**config.mk**
```make
export PLATFORM = sky130hd
export DESIGN_NAME = dtmd_decoder
export DESIGN_NICKNAME = d
export VERILOG_FILES = /design/src/common/dtmd_pkg.sv /design/src/common/dtmd_term_if.sv /design/src/core/dtmd_decoder.sv /design/src/core/dtmd_term_filter.sv
export SDC_FILE = /design/constraint.sdc
export NUM_CORES = 1
export LEC_CHECK = 0
export CAP_MARGIN = 20
export CORE_UTILIZATION = 35
export CTS_BUF_LIST = sky130_fd_sc_hd__clkbuf_16
export CTS_CLUSTER_SIZE = 14
export DETAILED_ROUTE_END_ITERATION = 8
export DONT_BUFFER_PORTS = 1
export HOLD_SLACK_MARGIN = 0.15
export PLACE_DENSITY = 0.51
export SLEW_MARGIN = 40
export SYNTH_ARGS = -nofsm -noshare
export SYNTH_HDL_FRONTEND = slang
export SYNTH_HIERARCHICAL = 1
export SYNTH_SLANG_ARGS = --single-unit
```
**constraint.sdc**
```tcl
create_clock -name sys_clk -period 2.3 [get_ports sys_clk]
set_input_delay 0.46 -clock sys_clk [delete_from_list [all_inputs] [get_ports sys_clk]]
set_output_delay 0.46 -clock sys_clk [all_outputs]
set_load 0.02 [all_outputs]
```
**src/common/dtmd_pkg.sv**
```systemverilog
// Shared constants and types for the drive terminal mode decoder
package dtmd_pkg;

    // ----------------------------------------------------------------
    // Terminal indices
    // ----------------------------------------------------------------
    localparam int NUM_TERM = 9;
    localparam int T_PERMIT = 0;
    localparam int T_FWD = 1;
    localparam int T_REV = 2;
    localparam int T_IN3 = 3;
    localparam int T_IN4 = 4;
    localparam int T_IN5 = 5;
    localparam int T_IN6 = 6;
    localparam int T_IN7 = 7;
    localparam int T_TRIP = 8;

    // ----------------------------------------------------------------
    // Timing
    // ----------------------------------------------------------------
    localparam int CLK_FREQ_MHZ = 50;
    localparam int DEB_TIME_US = 10;
    localparam int DEB_CYCLES = DEB_TIME_US * CLK_FREQ_MHZ;
    localparam int DEB_CNT_W = $clog2(DEB_CYCLES + 1);

    // ----------------------------------------------------------------
    // Operating modes and codes
    // ----------------------------------------------------------------
    localparam logic [1:0] MODE_PRESET15 = 2'h0;
    localparam logic [1:0] MODE_FAN2W = 2'h1;
    localparam logic [1:0] MODE_FAN3W = 2'h2;
    localparam logic [3:0] CODE_FAULT_RESET = 4'hf;
    localparam logic [3:0] PRESET_FIRE = 4'h1;
    localparam logic [3:0] PRESET_FREEZE = 4'h2;
    localparam logic [3:0] PRESET_RST = 4'h1;
    localparam logic RAMP_RST = 1'h0;

    typedef enum logic [1:0] {SRC_PRESET, SRC_KEYPAD, SRC_CMD_PARAM, SRC_ANALOG1} dtmd_speed_src_t;
    typedef enum logic [1:0] {RUN_STOP, RUN_FWD, RUN_REV} dtmd_run_t;

endpackage : dtmd_pkg

```
**src/common/dtmd_term_if.sv**
```systemverilog
// Filtered terminal levels and edge pulses between filter and decoder
`timescale 1ns/10ps
interface dtmd_term_if import dtmd_pkg::*; ();
    logic [NUM_TERM-1:0] filt;
    logic [NUM_TERM-1:0] rise;
    logic [NUM_TERM-1:0] fall;

    modport src (output filt, output rise, output fall);
    modport dst (input filt, input rise, input fall);
endinterface : dtmd_term_if

```
**src/core/dtmd_decoder.sv**
```systemverilog
// Terminal strip decoder for preset-speed and fan/pump operating modes
`timescale 1ns/10ps

// Operation
// RULE_01: Run permit open disables the drive and lets the motor coast, in every mode.
// RULE_02: Two-wire: forward alone runs forward, reverse alone reverse; opening decelerates to stop.
// RULE_03: Fifteen-speed: inputs three to six form a code; n picks preset n+1, 1111 resets.
// RULE_04: Fifteen-speed: input seven closed picks ramp set 2, open picks ramp set 1.
// RULE_05: With trip protection on, an open trip terminal raises external trip; off ignores it.
// RULE_06: Fan/pump modes: forward and reverse closed together request a fault reset.
// RULE_07: Fan/pump modes: input four closed takes run commands from terminals, open from keypad.
// RULE_08: Switching between terminal and keypad keeps present speed and direction; two-wire keypad-to-terminal follows the forward/reverse levels.
// RULE_09: Fan/pump modes: fire override open forces preset speed 1.
// RULE_10: Fan/pump modes: fire closed and freeze override open forces preset speed 2.
// RULE_11: Fan/pump modes: both overrides closed and input five open take keypad speed.
// RULE_12: Fan/pump two-wire: all closed, input three picks analog input 1 or command source.
// RULE_13: Fan/pump three-wire: a momentary forward or reverse closure starts and holds running.
// RULE_14: Fan/pump three-wire: a momentary opening of input three decelerates and clears the run.
// RULE_15: Unipolar command source: forward or reverse moves; both closed stops motion.
// RULE_16: Fan/pump three-wire: all overrides and input five closed use the command source.
// RULE_17: Only the decoding of the programmed operating mode is applied.
// RULE_18: Terminals are synchronised, debounced, and edges taken from the filtered levels.
module dtmd_decoder import dtmd_pkg::*; #(
    parameter int DEB_CYCLES_P = DEB_CYCLES
) (
    // Clock and reset
    input wire logic sys_clk,
    input wire logic nrst,
    // Terminal strip, one means closed
    input wire logic run_permit_terminal,
    input wire logic forward_terminal,
    input wire logic reverse_terminal,
    input wire logic input_three_terminal,
    input wire logic input_four_terminal,
    input wire logic input_five_terminal,
    input wire logic input_six_terminal,
    input wire logic input_seven_terminal,
    input wire logic trip_terminal,
    // Configuration
    input wire logic [1:0] op_mode,
    input wire logic ext_trip_enable,
    input wire logic cmd_unipolar,
    // Keypad commands, one-cycle pulses
    input wire logic keypad_start_fwd,
    input wire logic keypad_start_rev,
    input wire logic keypad_stop,
    input wire logic keypad_fault_reset,
    // Drive commands
    output logic drive_enable,
    output logic run_fwd,
    output logic run_rev,
    output logic stop_decel,
    output logic fault_reset,
    output logic ext_trip_fault,
    // Speed and ramp selection
    output dtmd_speed_src_t speed_src,
    output logic [3:0] preset_sel,
    output logic ramp_set2,
    output logic control_from_keypad,
    output logic speed_from_keypad,
    output logic speed_hold
);

    // ----------------------------------------------------------------
    // Terminal filtering
    // ----------------------------------------------------------------
    dtmd_term_if term ();

    dtmd_term_filter #(
        .DEB_CYCLES_P(DEB_CYCLES_P)
    ) u_dtmd_term_filter (
        .sys_clk(sys_clk),
        .nrst(nrst),
        .raw({trip_terminal, input_seven_terminal, input_six_terminal, input_five_terminal,
              input_four_terminal, input_three_terminal, reverse_terminal, forward_terminal,
              run_permit_terminal}),
        .term(term.src)
    );

    logic permit;
    logic fwd;
    logic rev;
    logic in3;
    logic in4;
    logic in5;
    logic fire_override;
    logic freeze_override;
    logic trip;
    logic fwd_rise;
    logic rev_rise;
    logic stop_fall;
    logic [3:0] code;
    logic p15;
    logic fan;
    logic fan3;
    logic tctl;

    assign permit = term.filt[T_PERMIT];
    assign fwd = term.filt[T_FWD];
    assign rev = term.filt[T_REV];
    assign in3 = term.filt[T_IN3];
    assign in4 = term.filt[T_IN4];
    assign in5 = term.filt[T_IN5];
    assign fire_override = term.filt[T_IN6];
    assign freeze_override = term.filt[T_IN7];
    assign trip = term.filt[T_TRIP];
    assign fwd_rise = term.rise[T_FWD];
    assign rev_rise = term.rise[T_REV];
    assign stop_fall = term.fall[T_IN3];
    assign code = term.filt[T_IN6:T_IN3];
    assign p15 = (op_mode == MODE_PRESET15);
    assign fan3 = (op_mode == MODE_FAN3W);
    assign fan = (op_mode == MODE_FAN2W) || fan3;
    // Fifteen-speed mode always listens to the terminals
    assign tctl = p15 || (fan && in4);

    // ----------------------------------------------------------------
    // State
    // ----------------------------------------------------------------
    typedef struct packed {
        dtmd_run_t run;
        logic [3:0] preset_sel;
        dtmd_speed_src_t speed_src;
        logic ramp_set2;
        logic ext_trip;
        logic fault_reset;
        logic reset_cond;
        logic kp_ctrl;
        logic kp_speed;
        logic speed_hold;
        logic stop_decel;
        logic [1:0] mode;
        logic enable;
    } dtmd_core_state_t;

    localparam dtmd_core_state_t CORE_RST = '{
        run: RUN_STOP,
        preset_sel: PRESET_RST,
        speed_src: SRC_PRESET,
        ramp_set2: RAMP_RST,
        mode: MODE_PRESET15,
        default: 1'b0
    };

    dtmd_core_state_t s;
    dtmd_core_state_t next_s;

    // ----------------------------------------------------------------
    // Decode
    // ----------------------------------------------------------------
    always_comb begin
        next_s = s;
        next_s.fault_reset = 1'b0;
        next_s.stop_decel = 1'b0;
        next_s.mode = op_mode;
        next_s.enable = permit; // RULE_01
        next_s.ext_trip = ext_trip_enable && !trip; // RULE_05
        next_s.kp_ctrl = fan && !in4; // RULE_07

        // Fault reset requests, pulsed once per assertion
        if (p15) begin
            next_s.reset_cond = (code == CODE_FAULT_RESET); // RULE_03
        end else if (fan) begin
            next_s.reset_cond = tctl ? (fwd && rev) : keypad_fault_reset; // RULE_06 RULE_07
        end else begin
            next_s.reset_cond = 1'b0; // RULE_17
        end
        next_s.fault_reset = next_s.reset_cond && !s.reset_cond;

        // Speed source and ramp set
        if (p15) begin
            next_s.ramp_set2 = freeze_override; // RULE_04
            if (code != CODE_FAULT_RESET) begin
                next_s.speed_src = SRC_PRESET; // RULE_03
                next_s.preset_sel = code + 4'h1; // RULE_03
            end
        end else if (fan) begin
            next_s.ramp_set2 = RAMP_RST;
            if (!fire_override) begin
                next_s.speed_src = SRC_PRESET; // RULE_09
                next_s.preset_sel = PRESET_FIRE; // RULE_09
            end else if (!freeze_override) begin
                next_s.speed_src = SRC_PRESET; // RULE_10
                next_s.preset_sel = PRESET_FREEZE; // RULE_10
            end else if (!in5) begin
                next_s.speed_src = SRC_KEYPAD; // RULE_11
            end else if (!fan3 && in3) begin
                next_s.speed_src = SRC_ANALOG1; // RULE_12
            end else begin
                next_s.speed_src = SRC_CMD_PARAM; // RULE_12 RULE_16
            end
        end
        next_s.kp_speed = (next_s.speed_src == SRC_KEYPAD);
        // The ramp must load the present speed as the new reference on a handover
        next_s.speed_hold = (next_s.kp_speed != s.kp_speed) || (next_s.kp_ctrl != s.kp_ctrl); // RULE_08

        // Run state
        if (!permit || op_mode != s.mode || !(p15 || fan)) begin
            next_s.run = RUN_STOP; // RULE_01 RULE_17
        end else if (!tctl) begin
            // Keypad control inherits whatever the terminals left running
            if (keypad_stop) begin
                next_s.run = RUN_STOP;
            end else if (keypad_start_fwd) begin
                next_s.run = RUN_FWD;
            end else if (keypad_start_rev) begin
                next_s.run = RUN_REV;
            end else begin
                next_s.run = s.run; // RULE_08
            end
        end else if (fan3) begin
            if (stop_fall || !in3) begin
                next_s.run = RUN_STOP; // RULE_14
            end else if (fwd && rev) begin
                next_s.run = cmd_unipolar ? RUN_STOP : s.run; // RULE_15
            end else if (fwd_rise) begin
                next_s.run = RUN_FWD; // RULE_13
            end else if (rev_rise) begin
                next_s.run = RUN_REV; // RULE_13
            end else begin
                next_s.run = s.run; // RULE_13
            end
        end else begin
            if (fwd && !rev) begin
                next_s.run = RUN_FWD; // RULE_02
            end else if (rev && !fwd) begin
                next_s.run = RUN_REV; // RULE_02
            end else if (fwd && rev) begin
                next_s.run = cmd_unipolar ? RUN_STOP : s.run; // RULE_15
            end else begin
                next_s.run = RUN_STOP; // RULE_02
            end
        end
        // Decel only for commanded stops; permit loss or mode change coasts
        next_s.stop_decel = (next_s.run == RUN_STOP) && (s.run != RUN_STOP) && permit
            && (op_mode == s.mode) && (p15 || fan); // RULE_02 RULE_14
    end

    always_ff @(posedge sys_clk or negedge nrst) begin
        if (!nrst) begin
            s <= CORE_RST;
        end else begin
            s <= next_s;
        end
    end

    // ----------------------------------------------------------------
    // Outputs
    // ----------------------------------------------------------------
    assign drive_enable = s.enable;
    assign run_fwd = (s.run == RUN_FWD);
    assign run_rev = (s.run == RUN_REV);
    assign stop_decel = s.stop_decel;
    assign fault_reset = s.fault_reset;
    assign ext_trip_fault = s.ext_trip;
    assign speed_src = s.speed_src;
    assign preset_sel = s.preset_sel;
    assign ramp_set2 = s.ramp_set2;
    assign control_from_keypad = s.kp_ctrl;
    assign speed_from_keypad = s.kp_speed;
    assign speed_hold = s.speed_hold;
endmodule : dtmd_decoder

```
**src/core/dtmd_term_filter.sv**
```systemverilog
// Terminal synchroniser, debounce filter and edge detector
`timescale 1ns/10ps
module dtmd_term_filter import dtmd_pkg::*; #(
    parameter int DEB_CYCLES_P = DEB_CYCLES
) (
    // Clock and reset
    input wire logic sys_clk,
    input wire logic nrst,
    // Raw terminals, one means closed
    input wire logic [NUM_TERM-1:0] raw,
    // Filtered view
    dtmd_term_if.src term
);

    // ----------------------------------------------------------------
    // State
    // ----------------------------------------------------------------
    typedef struct packed {
        logic [NUM_TERM-1:0] sync1;
        logic [NUM_TERM-1:0] sync2;
        logic [NUM_TERM-1:0] filt;
        logic [NUM_TERM-1:0] rise;
        logic [NUM_TERM-1:0] fall;
        logic [NUM_TERM-1:0][DEB_CNT_W-1:0] cnt;
    } dtmd_filt_state_t;

    localparam logic [DEB_CNT_W-1:0] DEB_LAST = DEB_CNT_W'(DEB_CYCLES_P - 1);

    dtmd_filt_state_t s;
    dtmd_filt_state_t next_s;

    // ----------------------------------------------------------------
    // Per-terminal filtering
    // ----------------------------------------------------------------
    // Only sync2 is looked at; sync1 may be metastable
    always_comb begin
        next_s = s;
        next_s.sync1 = raw;
        next_s.sync2 = s.sync1;
        next_s.rise = '0;
        next_s.fall = '0;
        for (int i = 0; i < NUM_TERM; i++) begin
            if (s.sync2[i] == s.filt[i]) begin
                next_s.cnt[i] = '0;
            end else if (s.cnt[i] == DEB_LAST) begin
                next_s.cnt[i] = '0;
                next_s.filt[i] = s.sync2[i]; // RULE_18
                next_s.rise[i] = s.sync2[i]; // RULE_18
                next_s.fall[i] = !s.sync2[i]; // RULE_18
            end else begin
                next_s.cnt[i] = s.cnt[i] + 1'b1;
            end
        end
    end

    always_ff @(posedge sys_clk or negedge nrst) begin
        if (!nrst) begin
            s <= '0;
        end else begin
            s <= next_s;
        end
    end

    assign term.filt = s.filt;
    assign term.rise = s.rise;
    assign term.fall = s.fall;
endmodule : dtmd_term_filter

```
==> results.json <==
{
  "path_class": "reg2out",
  "syn_area_um2": 6270,
  "via_per_inst": 5.22,
  "tns_ns": 0,
  "cts.path.max_buffers": 2,
  "p_leak_nw": 2.99,
  "nFillCells": 1674,
  "die_width_um": 136,
  "crit_family": "flip-flops",
  "relSlewSlack_pct": 53.8,
  "max_stage_delay_ns": 0.45,
  "multi_input_area_um2": 2770,
  "crit_path_top_delay_cell": "dfrtp_1",
  "finalClockSkew_ns": 0.00567,
  "cp_cell_sequence": "nor2b_1",
  "numCtsBuffers": 17,
  "place.gp.congestion": 0.838,
  "vias": 4414,
  "outcome": "finished, violations left",
  "grt_antenna_before_repair": 0,
  "grt_pass1_wl_um": 20900,
  "dpl_cell_area_um2": 6410,
  "fin_area_um2": 7210,
  "drt_iter0_drc": 221,
  "power.density_nw_per_um2": 796,
  "io_pins": 35,
  "path_buf_inv": 0,
  "worstPathArrival_ns": 1.26,
  "period_needed_ns": 1.72,
  "crit_required_ns": 1.84,
  "irDropWorstVdd_uv": 485,
  "clk_latency_ns": 0.42,
  "synth_nets": 630,
  "final_nets": 640,
  "die-area_um2": 18500,
  "hold_viol_final": 130,
  "finalMaxSlewViolations": 0,
  "drtPass1Iterations": 4,
  "routed_wirelength_um": 12400,
  "dpl.hpwl_um": 8250,
  "synth_cells": 598,
  "hold_slack_ns": -0.262,
  "antenna_cells": 0,
  "cts_setup_buffers": 0,
  "min_path_type": "in2async",
  "worstPathMaxFanout": 6,
  "ctsResizeCount": 0,
  "drive_gt1_share_pct": 8.86,
  "worstSetupStartpointType": "register",
  "h-tree-depth": 4,
  "grt_pass1_vias": 4317,
  "violations": "hold timing",
  "finalPower_w": 0.00574,
  "cts.sinks": 130,
  "finalSetupViolations": 0,
  "register_area_um2": 3250,
  "fin_crit_sh_pct": 75.0,
  "drc": 0,
  "cts_hold_buf": 11,
  "end_kind": "output pin",
  "placementRows": 48,
  "die_h_um": 136,
  "max_freq_ghz": 0.580,
  "portBuffers": 0,
  "clkTransAtPathRegs_ns": 0.06,
  "start_util_pct": 36.0,
  "grt_setup_unrepaired": "false",
  "routedWlPerCell_um": 14.6,
  "tritoncts": "done",
  "areaGrowthSynthToFinish_pct": 15.0,
  "syn_area_per_cell_um2": 10.5,
  "ys_warn_count": 6,
  "grt_max_degree": 131,
  "gr-usage-all-layers_pct": 14.6,
  "cts-root-buf": "clkbuf_16",
  "core_um2": 17400,
  "grt_overflow": 0,
  "worst_pin_slew_ns": 0.686,
  "ant_nets": 0,
  "max_cap_violations": 0
}
## metal layers
metal	routed length (um)	share of wire (%)	track usage [%]	vias up
met4	267	2.2	7.93	0
met5	0	0	0	-
li1	-	-	-	2171
met3	345	2.8	3.50	19
met1	5850	47	18.9	2164
met2	5920	48	22.6	60
## final cells by class
class / count / share of cell area [%]
Clock buffer: 17 / 5.90
Clock inverter: 15 / 3.64
Inverter: 22 / 1.14
Multi-Input combinational cell: 423 / 38.5
Sequential cell: 130 / 45.1
Tap cell: 225 / 3.90
Timing Repair Buffer: 14 / 1.84
## where the power goes
| group | switching (W) | internal, W | total [W] |
|---|---|---|---|
| Sequential | 0.0000764 | 0.00236 | 0.00243 |
| Combinational | 0.0000879 | 0.0000833 | 0.000171 |
| Clock | 0.00100 | 0.00213 | 0.00314 |
| Total | 0.00117 | 0.00457 | 0.00574 |
## flip-flops by register name, summed over array words and instances (netlist names), 2 cells and up
register,flops
preset_sel,4
s,5
speed_src,2
u_dtmd_term_filter/next_s,9
u_dtmd_term_filter/s,90
u_dtmd_term_filter/term.filt,9
u_dtmd_term_filter/term.rise,2
## worst register-to-register path, delay by kind of cell (launching register included)
family,cells,cell delay [ns]
AND/OR/NAND/NOR,2,0.32
AO/OA/AOI/OAI,1,0.62
flip-flops,1,0.37
adder cells (fa/ha/maj),1,0.25
## placed cells by master (no fill, tap or decap), types with 6 or more instances in the layout
cell type,count
a21oi_1,33
a311oi_1,6
a31oi_1,11
and2_1,9
and4_1,9
bufinv_16,7
clkbuf_16,17
dfrtp_1,129
dlygate4sd3_1,11
ha_1,13
inv_1,22
mux2_2,8
nand2_1,44
nand2b_1,15
nand3_1,29
nand3b_1,6
nand4_1,14
nand4bb_1,6
nor2_1,38
nor2b_1,13
o21ai_0,40
or3_1,19
or4_1,7
xnor2_1,27
xor2_1,18
## stage by stage
| step | cells | utilization, % | worst slack [ns] | hold WS (ns) |
|---|---|---|---|---|
| 2_1_floorplan | 598 | - | 0.516 | 0.164 |
| 3_3_place_gp | 803 | 36.8 | 0.442 | 0.170 |
| 3_5_place_dp | 803 | 36.8 | 0.351 | 0.171 |
| 4_1_cts | 846 | 41.4 | 0.544 | -0.285 |
| 5_1_grt | 846 | 41.4 | 0.434 | -0.288 |
| 6_report | 846 | 41.4 | 0.576 | -0.262 |
## worst paths after layout
check | from | cells after the start | to | slack (ns)
max in group asynchronous | nrst | 0 | preset_sel[0] | 2.33
hold / removal | nrst | 0 | u_dtmd_term_filter/s[51] | -0.26
setup reg to reg | u_dtmd_term_filter/s[0] | 4 | u_dtmd_term_filter/s[2] | 0.60
hold reg to reg | u_dtmd_term_filter/next_s[109] | 0 | u_dtmd_term_filter/s[109] | 0.35
setup / recovery | s[17] | 1 | run_fwd | 0.58
min in group sys_clk | ext_trip_enable | 1 | ext_trip_fault | 0.18
(Power assumes the default switching activity.)
